[config.mk]
export PLATFORM = sky130hd
export DESIGN_NAME = eflg_top
export DESIGN_NICKNAME = d
export VERILOG_FILES = /design/src/verilog/eflg_pkg.sv /design/src/verilog/eflg_read_if.sv /design/src/verilog/eflg_top.sv /design/src/verilog/eflg_core.sv
export VERILOG_INCLUDE_DIRS = /design/src /design/src/verilog
export SDC_FILE = /design/constraint.sdc
export NUM_CORES = 1
export LEC_CHECK = 0
export BUFFER_PORTS_ARGS = -buffer_cell sky130_fd_sc_hd__buf_2
export CAP_MARGIN = 20
export CELL_PAD_IN_SITES_DETAIL_PLACEMENT = 2
export CELL_PAD_IN_SITES_GLOBAL_PLACEMENT = 2
export CORE_ASPECT_RATIO = 1.5
export CORE_MARGIN = 2
export CORE_UTILIZATION = 38
export CTS_BUF_LIST = sky130_fd_sc_hd__clkbuf_4
export CTS_CLUSTER_DIAMETER = 150
export DETAILED_ROUTE_END_ITERATION = 6
export PLACE_DENSITY = 0.95
export SYNTH_ARGS = -nofsm -noshare
export SYNTH_HDL_FRONTEND = slang
export SYNTH_HIERARCHICAL = 1
export SYNTH_SLANG_ARGS = --single-unit
[constraint.sdc]
create_clock -name clk_sys -period 8.1 [get_ports clk_sys]
set_input_delay 0.81 -clock clk_sys [delete_from_list [all_inputs] [get_ports clk_sys]]
set_output_delay 0.81 -clock clk_sys [all_outputs]
set_load 0.02 [all_outputs]
[src/verilog/eflg_defines.svh]
// Register offsets, field positions, reset values and response codes of the event flag block
`ifndef EFLG_DEFINES_SVH
`define EFLG_DEFINES_SVH
`define EFLG_OFF_STATUS 8'h00
`define EFLG_OFF_MASK 8'h04
`define EFLG_OFF_CTRL 8'h08
`define EFLG_OFF_COUNT 8'h0C
`define EFLG_OFF_SRC1 8'h10
`define EFLG_OFF_SRC2 8'h14
`define EFLG_OFF_ORIENT 8'h18
`define EFLG_OFF_SYSMODE 8'h1C
`define EFLG_OFF_IRQ 8'h20
`define EFLG_OFF_IRQMASK 8'h24
`define EFLG_BIT_OT 4
`define EFLG_BIT_WT 3
`define EFLG_BIT_OR 2
`define EFLG_BIT_AS 1
`define EFLG_CTRL_OUTSIDE_EVENT_LATCH_ENABLE 0
`define EFLG_CTRL_WITHIN_EVENT_LATCH_ENABLE 1
`define EFLG_CTRL_AS_EN 2
`define EFLG_CTRL_FLEX 3
`define EFLG_CTRL_RESET 32'h0000_0000
`define EFLG_COUNT_RESET 16'h0000
`define EFLG_RESP_OKAY 2'h0
`define EFLG_RESP_SLVERR 2'h2
`endif

[src/verilog/eflg_pkg.sv]
// Types shared by the event flag block
package eflg_pkg;
	typedef enum logic [1:0] {
		EFLG_WAKE = 2'b01,
		EFLG_SLEEP = 2'b10
	} eflg_state_t;
	typedef struct packed {
		logic [1:0] wake_power_setting;
		logic [3:0] wake_odr;
		logic [1:0] sleep_power_setting;
		logic [3:0] sleep_odr;
		logic [3:0] wake_decim;
		logic [3:0] wake_idle;
		logic [3:0] sleep_decim;
		logic [3:0] sleep_idle;
	} eflg_perf_t;
endpackage

[src/verilog/eflg_read_if.sv]
// Read strobes and cleared bits between the bus slave and the flag core
`timescale 1ns/1ps
`default_nettype none
interface eflg_read_if;
	logic rd_src1;
	logic rd_src2;
	logic rd_orient;
	logic rd_sysmode;
	logic outside_threshold_event_flag;
	logic within_threshold_event_flag;
	logic orientation_change_flag;
	logic wake_sleep_transition_flag;
	logic sleep_now;
	logic last_to_sleep;
	modport core (input rd_src1, rd_src2, rd_orient, rd_sysmode,
		output outside_threshold_event_flag, within_threshold_event_flag,
		orientation_change_flag, wake_sleep_transition_flag, sleep_now, last_to_sleep);
	modport bus (output rd_src1, rd_src2, rd_orient, rd_sysmode,
		input outside_threshold_event_flag, within_threshold_event_flag,
		orientation_change_flag, wake_sleep_transition_flag, sleep_now, last_to_sleep);
endinterface
`default_nettype wire

[src/verilog/eflg_top.sv]
// Event status flags 4..1 with wake/sleep control behind an AXI4-Lite slave
//
// Operation
// - Status bit 4 copies the outside-threshold event-active flag.
// - With outside latching on, bit 4 clears on reading source one, else when the event ends.
// - Status bit 3 copies the within-threshold event-active flag.
// - With within latching on, bit 3 clears on reading source two, else when the event ends.
// - Bit 2 sets when the new-orientation indicator comes with an orientation change.
// - Reading the orientation status register clears bit 2.
// - Bit 1 sets on any wake/sleep transition and stays clear otherwise.
// - The system state register shows the direction of the last transition.
// - Sleep is entered after the inactivity count of data periods with no event.
// - In sleep the sleep power, rate or flexible settings are applied.
// - In wake the wake power, rate or flexible settings are applied.
// - Reading the system state register clears bit 1.
// - A zero inactivity count disables the wake/sleep function and its flag.
// - Bit 1 works only while its interrupt enable is set.
`timescale 1ns/1ps
`default_nettype none
`include "eflg_defines.svh"
module eflg_top
#(
	// Width of the inactivity count; the core counter serves 16 bits only
	parameter int COUNT_W = 16
)
(
	// Clock and reset
	input wire logic clk_sys,
	input wire logic arst_n,
	input wire logic ce,
	// Event sources
	input wire logic outside_event_active,
	input wire logic within_event_active,
	input wire logic new_orientation_indicator,
	input wire logic orient_change,
	input wire logic odr_tick,
	input wire logic any_event,
	// Wake and sleep settings
	input wire eflg_pkg::eflg_perf_t perf_cfg,
	// AXI4-Lite write
	input wire logic [7:0] s_axi_awaddr,
	input wire logic s_axi_awvalid,
	output logic s_axi_awready,
	input wire logic [31:0] s_axi_wdata,
	input wire logic [3:0] s_axi_wstrb,
	input wire logic s_axi_wvalid,
	output logic s_axi_wready,
	output logic [1:0] s_axi_bresp,
	output logic s_axi_bvalid,
	input wire logic s_axi_bready,
	// AXI4-Lite read
	input wire logic [7:0] s_axi_araddr,
	input wire logic s_axi_arvalid,
	output logic s_axi_arready,
	output logic [31:0] s_axi_rdata,
	output logic [1:0] s_axi_rresp,
	output logic s_axi_rvalid,
	input wire logic s_axi_rready,
	// Applied operating settings and interrupt
	output logic [1:0] power_setting,
	output logic [3:0] output_data_rate,
	output logic [3:0] decim_setting,
	output logic [3:0] idle_setting,
	output logic sleep_active,
	output logic irq
);
	eflg_read_if rif ();
	logic [31:0] ctrl_reg;
	logic [15:0] count_reg;
	logic [4:0] irq_reg;
	logic [4:0] mask_reg;
	logic [7:0] awa_reg;
	logic [31:0] wd_reg;
	logic [3:0] ws_reg;
	logic aw_ok;
	logic w_ok;
	logic wr_go;
	logic rd_go;
	logic [4:0] stat;
	logic [4:0] stat_d_reg;
	logic [4:0] rise;
	logic [31:0] ctrl_wr;
	logic [31:0] count_wr;
	logic [31:0] mask_wr;

	// Refuse widths that the core counter cannot serve
	if (COUNT_W != 16)
	begin : g_count_w
		$error("inactivity count width must be 16");
	end

	// Byte-lane merge of a write into a register image
	function automatic logic [31:0] merge(input logic [31:0] o, input logic [31:0] n,
		input logic [3:0] s);
		logic [31:0] r;
		r = o;
		for (int i = 0; i < 4; i++)
			if (s[i])
				r[i*8 +: 8] = n[i*8 +: 8];
		return r;
	endfunction

	// Mapped word offsets answer OKAY
	function automatic logic known(input logic [7:0] a);
		return (a <= `EFLG_OFF_IRQMASK) && (a[1:0] == 2'b00);
	endfunction

	eflg_core u_core
	(
		.clk_sys(clk_sys),
		.arst_n(arst_n),
		.ce(ce),
		.outside_event_active(outside_event_active),
		.within_event_active(within_event_active),
		.new_orientation_indicator(new_orientation_indicator),
		.orient_change(orient_change),
		.odr_tick(odr_tick),
		.any_event(any_event),
		.outside_event_latch_enable(ctrl_reg[`EFLG_CTRL_OUTSIDE_EVENT_LATCH_ENABLE]),
		.within_event_latch_enable(ctrl_reg[`EFLG_CTRL_WITHIN_EVENT_LATCH_ENABLE]),
		.wake_sleep_interrupt_enable(ctrl_reg[`EFLG_CTRL_AS_EN]),
		.inactivity_count(count_reg),
		.rif(rif.core)
	);

	// Live status word, flags at bits 4 to 1
	always_comb
	begin
		stat = 5'h00;
		stat[`EFLG_BIT_OT] = rif.outside_threshold_event_flag;
		stat[`EFLG_BIT_WT] = rif.within_threshold_event_flag;
		stat[`EFLG_BIT_OR] = rif.orientation_change_flag;
		stat[`EFLG_BIT_AS] = rif.wake_sleep_transition_flag;
	end
	// Sticky bits follow only a flag's rising edge
	assign rise = stat & ~stat_d_reg;

	// Byte-lane images of the writable registers
	assign ctrl_wr = merge(ctrl_reg, wd_reg, ws_reg);
	assign count_wr = merge({16'h0000, count_reg}, wd_reg, ws_reg);
	assign mask_wr = merge({27'h0, mask_reg}, wd_reg, ws_reg);

	// Write channel capture, either order
	assign wr_go = aw_ok && w_ok && !s_axi_bvalid;
	always_ff @(posedge clk_sys or negedge arst_n)
	begin
		if (!arst_n)
		begin
			aw_ok <= 1'b0;
			w_ok <= 1'b0;
			awa_reg <= 8'h00;
			wd_reg <= 32'h0000_0000;
			ws_reg <= 4'h0;
			s_axi_awready <= 1'b0;
			s_axi_wready <= 1'b0;
			s_axi_bvalid <= 1'b0;
			s_axi_bresp <= `EFLG_RESP_OKAY;
		end
		else if (ce)
		begin
			// Each ready pulses once per item, never while an item is held
			s_axi_awready <= !aw_ok && !s_axi_awready && s_axi_awvalid;
			s_axi_wready <= !w_ok && !s_axi_wready && s_axi_wvalid;
			if (s_axi_awvalid && s_axi_awready)
			begin
				aw_ok <= 1'b1;
				awa_reg <= s_axi_awaddr;
			end
			if (s_axi_wvalid && s_axi_wready)
			begin
				w_ok <= 1'b1;
				wd_reg <= s_axi_wdata;
				ws_reg <= s_axi_wstrb;
			end
			if (wr_go)
			begin
				aw_ok <= 1'b0;
				w_ok <= 1'b0;
				s_axi_bvalid <= 1'b1;
				s_axi_bresp <= known(awa_reg) ? `EFLG_RESP_OKAY : `EFLG_RESP_SLVERR;
			end
			else if (s_axi_bready)
				s_axi_bvalid <= 1'b0;
		end
	end

	// Software settings
	always_ff @(posedge clk_sys or negedge arst_n)
	begin
		if (!arst_n)
		begin
			ctrl_reg <= `EFLG_CTRL_RESET;
			count_reg <= `EFLG_COUNT_RESET;
			mask_reg <= 5'h00;
		end
		else if (ce && wr_go)
		begin
			// Read-only and unmapped offsets ignore writes
			case (awa_reg)
				`EFLG_OFF_CTRL: ctrl_reg <= ctrl_wr & 32'h0000_000F;
				`EFLG_OFF_COUNT: count_reg <= count_wr[15:0];
				`EFLG_OFF_IRQMASK: mask_reg <= mask_wr[4:0];
				default: ;
			endcase
		end
	end

	// Sticky interrupt status, set wins over write-one clear
	always_ff @(posedge clk_sys or negedge arst_n)
	begin
		if (!arst_n)
		begin
			irq_reg <= 5'h00;
			stat_d_reg <= 5'h00;
			irq <= 1'b0;
		end
		else if (ce)
		begin
			stat_d_reg <= stat;
			if (wr_go && awa_reg == `EFLG_OFF_IRQ && ws_reg[0])
				irq_reg <= (irq_reg & ~wd_reg[4:0]) | rise;
			else
				irq_reg <= irq_reg | rise;
			// Interrupt follows the sticky bits one cycle later
			irq <= |(irq_reg & mask_reg);
		end
	end

	// Read channel with clear-on-read strobes
	assign rd_go = s_axi_arvalid && s_axi_arready;
	always_ff @(posedge clk_sys or negedge arst_n)
	begin
		if (!arst_n)
		begin
			s_axi_arready <= 1'b0;
			s_axi_rvalid <= 1'b0;
			s_axi_rdata <= 32'h0000_0000;
			s_axi_rresp <= `EFLG_RESP_OKAY;
		end
		else if (ce)
		begin
			// No new address is taken while read data waits
			s_axi_arready <= !s_axi_arready && !s_axi_rvalid && s_axi_arvalid;
			if (rd_go)
			begin
				s_axi_rvalid <= 1'b1;
				s_axi_rresp <= known(s_axi_araddr) ? `EFLG_RESP_OKAY : `EFLG_RESP_SLVERR;
				case (s_axi_araddr)
					`EFLG_OFF_STATUS: s_axi_rdata <= {27'h0, stat};
					`EFLG_OFF_MASK: s_axi_rdata <= {27'h0, mask_reg};
					`EFLG_OFF_CTRL: s_axi_rdata <= ctrl_reg;
					`EFLG_OFF_COUNT: s_axi_rdata <= {16'h0000, count_reg};
					`EFLG_OFF_SRC1: s_axi_rdata <= {31'h0, rif.outside_threshold_event_flag};
					`EFLG_OFF_SRC2: s_axi_rdata <= {31'h0, rif.within_threshold_event_flag};
					`EFLG_OFF_ORIENT: s_axi_rdata <= {31'h0, rif.orientation_change_flag};
					`EFLG_OFF_SYSMODE: s_axi_rdata <= {30'h0, rif.last_to_sleep, rif.sleep_now};
					`EFLG_OFF_IRQ: s_axi_rdata <= {27'h0, irq_reg};
					`EFLG_OFF_IRQMASK: s_axi_rdata <= {27'h0, mask_reg};
					default: s_axi_rdata <= 32'h0000_0000;
				endcase
			end
			else if (s_axi_rready)
				s_axi_rvalid <= 1'b0;
		end
	end

	assign rif.rd_src1 = ce && rd_go && s_axi_araddr == `EFLG_OFF_SRC1;
	assign rif.rd_src2 = ce && rd_go && s_axi_araddr == `EFLG_OFF_SRC2;
	assign rif.rd_orient = ce && rd_go && s_axi_araddr == `EFLG_OFF_ORIENT;
	assign rif.rd_sysmode = ce && rd_go && s_axi_araddr == `EFLG_OFF_SYSMODE;

	always_ff @(posedge clk_sys or negedge arst_n)
	begin
		if (!arst_n)
		begin
			power_setting <= 2'h0;
			output_data_rate <= 4'h0;
			decim_setting <= 4'h0;
			idle_setting <= 4'h0;
			sleep_active <= 1'b0;
		end
		else if (ce)
		begin
			sleep_active <= rif.sleep_now;
			power_setting <= rif.sleep_now ? perf_cfg.sleep_power_setting
				: perf_cfg.wake_power_setting;
			output_data_rate <= rif.sleep_now ? perf_cfg.sleep_odr : perf_cfg.wake_odr;
			// Decimation and idle time apply only in flexible mode
			if (ctrl_reg[`EFLG_CTRL_FLEX])
			begin
				decim_setting <= rif.sleep_now ? perf_cfg.sleep_decim : perf_cfg.wake_decim;
				idle_setting <= rif.sleep_now ? perf_cfg.sleep_idle : perf_cfg.wake_idle;
			end
		end
	end
endmodule
`default_nettype wire

[src/verilog/eflg_core.sv]
// Flag core: status bits 4 to 1 and the inactivity wake/sleep machine
`timescale 1ns/1ps
`default_nettype none
`include "eflg_defines.svh"
module eflg_core
(
	// Clock and reset
	input wire logic clk_sys,
	input wire logic arst_n,
	input wire logic ce,
	// Sources
	input wire logic outside_event_active,
	input wire logic within_event_active,
	input wire logic new_orientation_indicator,
	input wire logic orient_change,
	input wire logic odr_tick,
	input wire logic any_event,
	// Settings
	input wire logic outside_event_latch_enable,
	input wire logic within_event_latch_enable,
	input wire logic wake_sleep_interrupt_enable,
	input wire logic [15:0] inactivity_count,
	// Strobes and flags
	eflg_read_if.core rif
);
	logic ot_reg;
	logic wt_reg;
	logic or_reg;
	logic as_reg;
	logic st_reg;
	logic dir_reg;
	logic [15:0] idle_reg;
	logic auto_en;
	logic go_sleep;
	logic go_wake;

	assign auto_en = (inactivity_count != 16'h0000);
	assign go_sleep = auto_en && !st_reg && odr_tick && !any_event
		&& (idle_reg + 16'h0001 >= inactivity_count);
	assign go_wake = auto_en && st_reg && any_event;

	always_ff @(posedge clk_sys or negedge arst_n)
	begin
		if (!arst_n)
			ot_reg <= 1'b0;
		else if (ce)
		begin
			if (outside_event_active)
				ot_reg <= 1'b1;
			else if (!outside_event_latch_enable || rif.rd_src1)
				ot_reg <= 1'b0;
		end
	end

	always_ff @(posedge clk_sys or negedge arst_n)
	begin
		if (!arst_n)
			wt_reg <= 1'b0;
		else if (ce)
		begin
			if (within_event_active)
				wt_reg <= 1'b1;
			else if (!within_event_latch_enable || rif.rd_src2)
				wt_reg <= 1'b0;
		end
	end

	always_ff @(posedge clk_sys or negedge arst_n)
	begin
		if (!arst_n)
			or_reg <= 1'b0;
		else if (ce)
		begin
			if (new_orientation_indicator && orient_change)
				or_reg <= 1'b1;
			else if (rif.rd_orient)
				or_reg <= 1'b0;
		end
	end

	always_ff @(posedge clk_sys or negedge arst_n)
	begin
		if (!arst_n)
		begin
			idle_reg <= 16'h0000;
			st_reg <= 1'b0;
			dir_reg <= 1'b0;
		end
		else if (ce)
		begin
			if (!auto_en)
			begin
				idle_reg <= 16'h0000;
				st_reg <= 1'b0;
			end
			else if (any_event)
				idle_reg <= 16'h0000;
			else if (odr_tick && !st_reg)
				idle_reg <= idle_reg + 16'h0001;
			if (go_sleep)
			begin
				st_reg <= 1'b1;
				dir_reg <= 1'b1;
				idle_reg <= 16'h0000;
			end
			else if (go_wake)
			begin
				st_reg <= 1'b0;
				dir_reg <= 1'b0;
			end
		end
	end

	always_ff @(posedge clk_sys or negedge arst_n)
	begin
		if (!arst_n)
			as_reg <= 1'b0;
		else if (ce)
		begin
			if (!auto_en || !wake_sleep_interrupt_enable)
				as_reg <= 1'b0;
			else if (go_sleep || go_wake)
				as_reg <= 1'b1;
			else if (rif.rd_sysmode)
				as_reg <= 1'b0;
		end
	end

	assign rif.outside_threshold_event_flag = ot_reg;
	assign rif.within_threshold_event_flag = wt_reg;
	assign rif.orientation_change_flag = or_reg;
	assign rif.wake_sleep_transition_flag = as_reg;
	assign rif.sleep_now = st_reg;
	assign rif.last_to_sleep = dir_reg;
endmodule
`default_nettype wire

==> run metrics <==
status=finished clean; final WL=~23 mm; gpl congestion=0.813; Final setup viols=0; Tcrit/Tclk final=45.2%; synthesized cell area=0.00616 mm^2; First DRT Iteration DRCs=approximately 270; Leak Pwr=3.47 nW; CTS resizes=0; Tot GR Track Use=26.9%; Die X=108 um; top cells by area, synth=dfrtp_1, mux2_2, mux2i_1; drt pass-1 iters=5; top cells by count, synth=dfrtp_1, mux2_2, nand2_1; Synth cell types=70; Residual DRC=0; worst flop-to-flop path startpoint=u_core/idle_reg[0]; die area=0.0173 mm^2; Synth Instances=roughly 540; Peak VDD IR=0.000187 V; Core ar.=roughly 0.016 mm^2; Clk Latency, worst-skew pair=570 ps; grt peak-use layer=met2; worst min path class=primary input to async pin; Die Ht=160 um; RSZ-0062 raised after global routing=false; GR met1 Demand/Resource=28.7%; setup TNS=0 ps; initial antenna violation count=1; register bit total from synthesis=~120; P&R area growth vs syn=16.5%; Worst Reg2Reg Path Length in Cells=12; CTS Hold Bufs=0; WP data arrival=4140 ps; met2 Track Usage GR=between 50% and 60%; CP Capture Type=register; post-synth top area share=roughly 50%; Clk network pwr share=28.4%; num rows=57; CP Max Fanout=17; largest net degree at the start of global routing=85; Synth Area per Inst=around 11 um^2; part of the power in combinational logic=22.3%; drt wl/cell=between 20 and 30 um; R2R Setup Slk=~4400 ps; switching part of the total power=between 30% and 40%; fin util=between 40% and 50%; grt met3 use=3.84%; global-route wire length before repair=34.9 mm; Synth area leader=dfrtp_1; # Max-Cap Violations=0; Clock Skews=21.3 ps; grt ovf=0; CTS root buf=clkbuf_4; fillcell total=around 1,600; clock sinks=123; Ports=151; Detailed Place HPWL=14.7 mm; area of the multi-input gates=0.00280 mm^2; vias in the first global route=5,779; Sequential Area=0.00308 mm^2; Seq pwr share=49.3%; Final min period=3660 ps; Switch Pwr=0.000615 W; Worst Setup Start Kind=register; vias per inst=5.64; slew margin rel.=27.3%; H-tree lvl count=4; Setup WS post-layout=4440 ps; Max Root-Sink Buffers=2; layout cells sized above 1=approximately a third; Initial Util=38.4%; Nets=765; Setup CP Type=register to register; worst-margin pin slew=between 1000 and 1500 ps; ys async rst share=100%; CTS tree=done; clock-pin slew on the worst setup and hold paths=140 ps; Main synth FF type=dfrtp_1; internal cell power=~0.0011 W; Routed Antenna Nets=0; post-place setup slack=4550 ps; register area share after synthesis=50.0%; Reg-to-Reg End=u_core/idle_reg[5]; Worst setup endpoint=u_core/idle_reg[5]; Post-CTS Setup Inserts=0; Final Hold Viols=0; CP required=roughly 8600 ps; YS warnings=6; PD cells=241 mW/mm^2; maximum clock frequency=~270 MHz; TritonCTS buffer count=17; Max Slew Vio Count=0; DR vias=4,929; worst setup path startpoint=u_core/idle_reg[0]; number of flops mapped to enable cells by yosys=0; top-count cell post-synth=dfrtp_1; Port Buffers=114
metrics by stage:
step	hold WS (ps)	instance area [um^2]	total power, W	instances
after CTS	212	7140	0.00173	871
final	202	7180	0.00173	874
after floorplan	416	6220	0.00105	556
after detailed placement	449	6830	0.00122	839
after global routing	219	7180	0.00180	874
after global placement	423	6830	0.00116	839
worst min path at each step:
stage / to / cells past startpoint
2_1_floorplan: irq_reg[1] / 1
3_3_place_gp: irq_reg[3] / 1
3_5_place_dp: irq_reg[4] / 1
4_1_cts: output_data_rate[3] / 1
5_1_grt: power_setting[1] / 1
6_report: power_setting[1] / 1
layout by cell type (no fill, tap or decap), types with 6 or more instances in the layout:
cell type and n:
dfrtp_1 123, conb_1 18, mux2_2 50, buf_2 114, a21oi_1 21, mux2i_1 22, a22o_1 25, nor2_1 31
a31oi_1 6, nand3_1 13, xnor2_1 7, nand2b_1 6, nand2_1 32, o21ai_0 13, inv_1 28, ha_1 17
clkbuf_4 19, o21ai_1 6, nor4_1 6
layer usage:
metal	routed length (um)	share of wire (%)
met5	0	0
met1	8200	36
met4	933	4.1
met3	766	3.4
met2	12700	56
critical path: stages, from the launching register on:
cell and delay, ps:
dfrtp_1 540, ha_1 360, nand3_2 180, nor3_2 350, nand3_1 180, xnor2_1 190
ha_1 270, a211o_1 360, o211ai_2 100, o2111ai_2 200, a21oi_4 450, o21ai_1 150
a31oi_1 240
power groups by stage:
stage / logic [W] / registers (W) / clock network [W]
finish: 0.000385 / 0.000851 / 0.000491
detailed placement: 0.000369 / 0.000848 / 0
floorplan: 0.000211 / 0.000844 / 0
CTS: 0.000385 / 0.000847 / 0.000498
global placement: 0.000334 / 0.000828 / 0
global route: 0.000417 / 0.000863 / 0.000519
kinds of logic (layout without fill, tap and decap cells):
family,Yosys count,count (layout),share of synthesized area (%)
simple gates,132,132,11.9
flops,123,123,50.0
compound gates,108,108,13.0
mux,78,78,14.1
buf+inv,67,178,5.55
fa+ha+maj,17,17,3.45
xor+xnor,13,13,1.97
other cells,1,19,0.0609
cell type report:
| class | instances | area share [%] |
|---|---|---|
| inverters | 28 | 1.46 |
| multi-input cells | 366 | 39.0 |
| well taps | 206 | 3.59 |
| repair buffers | 118 | 8.65 |
| flip-flops and latches | 123 | 42.9 |
| diodes | 1 | 0.0349 |
| clock inverters | 13 | 2.34 |
| clock buffers | 19 | 1.99 |
No activity file was read; power rests on OpenSTA's default activity.
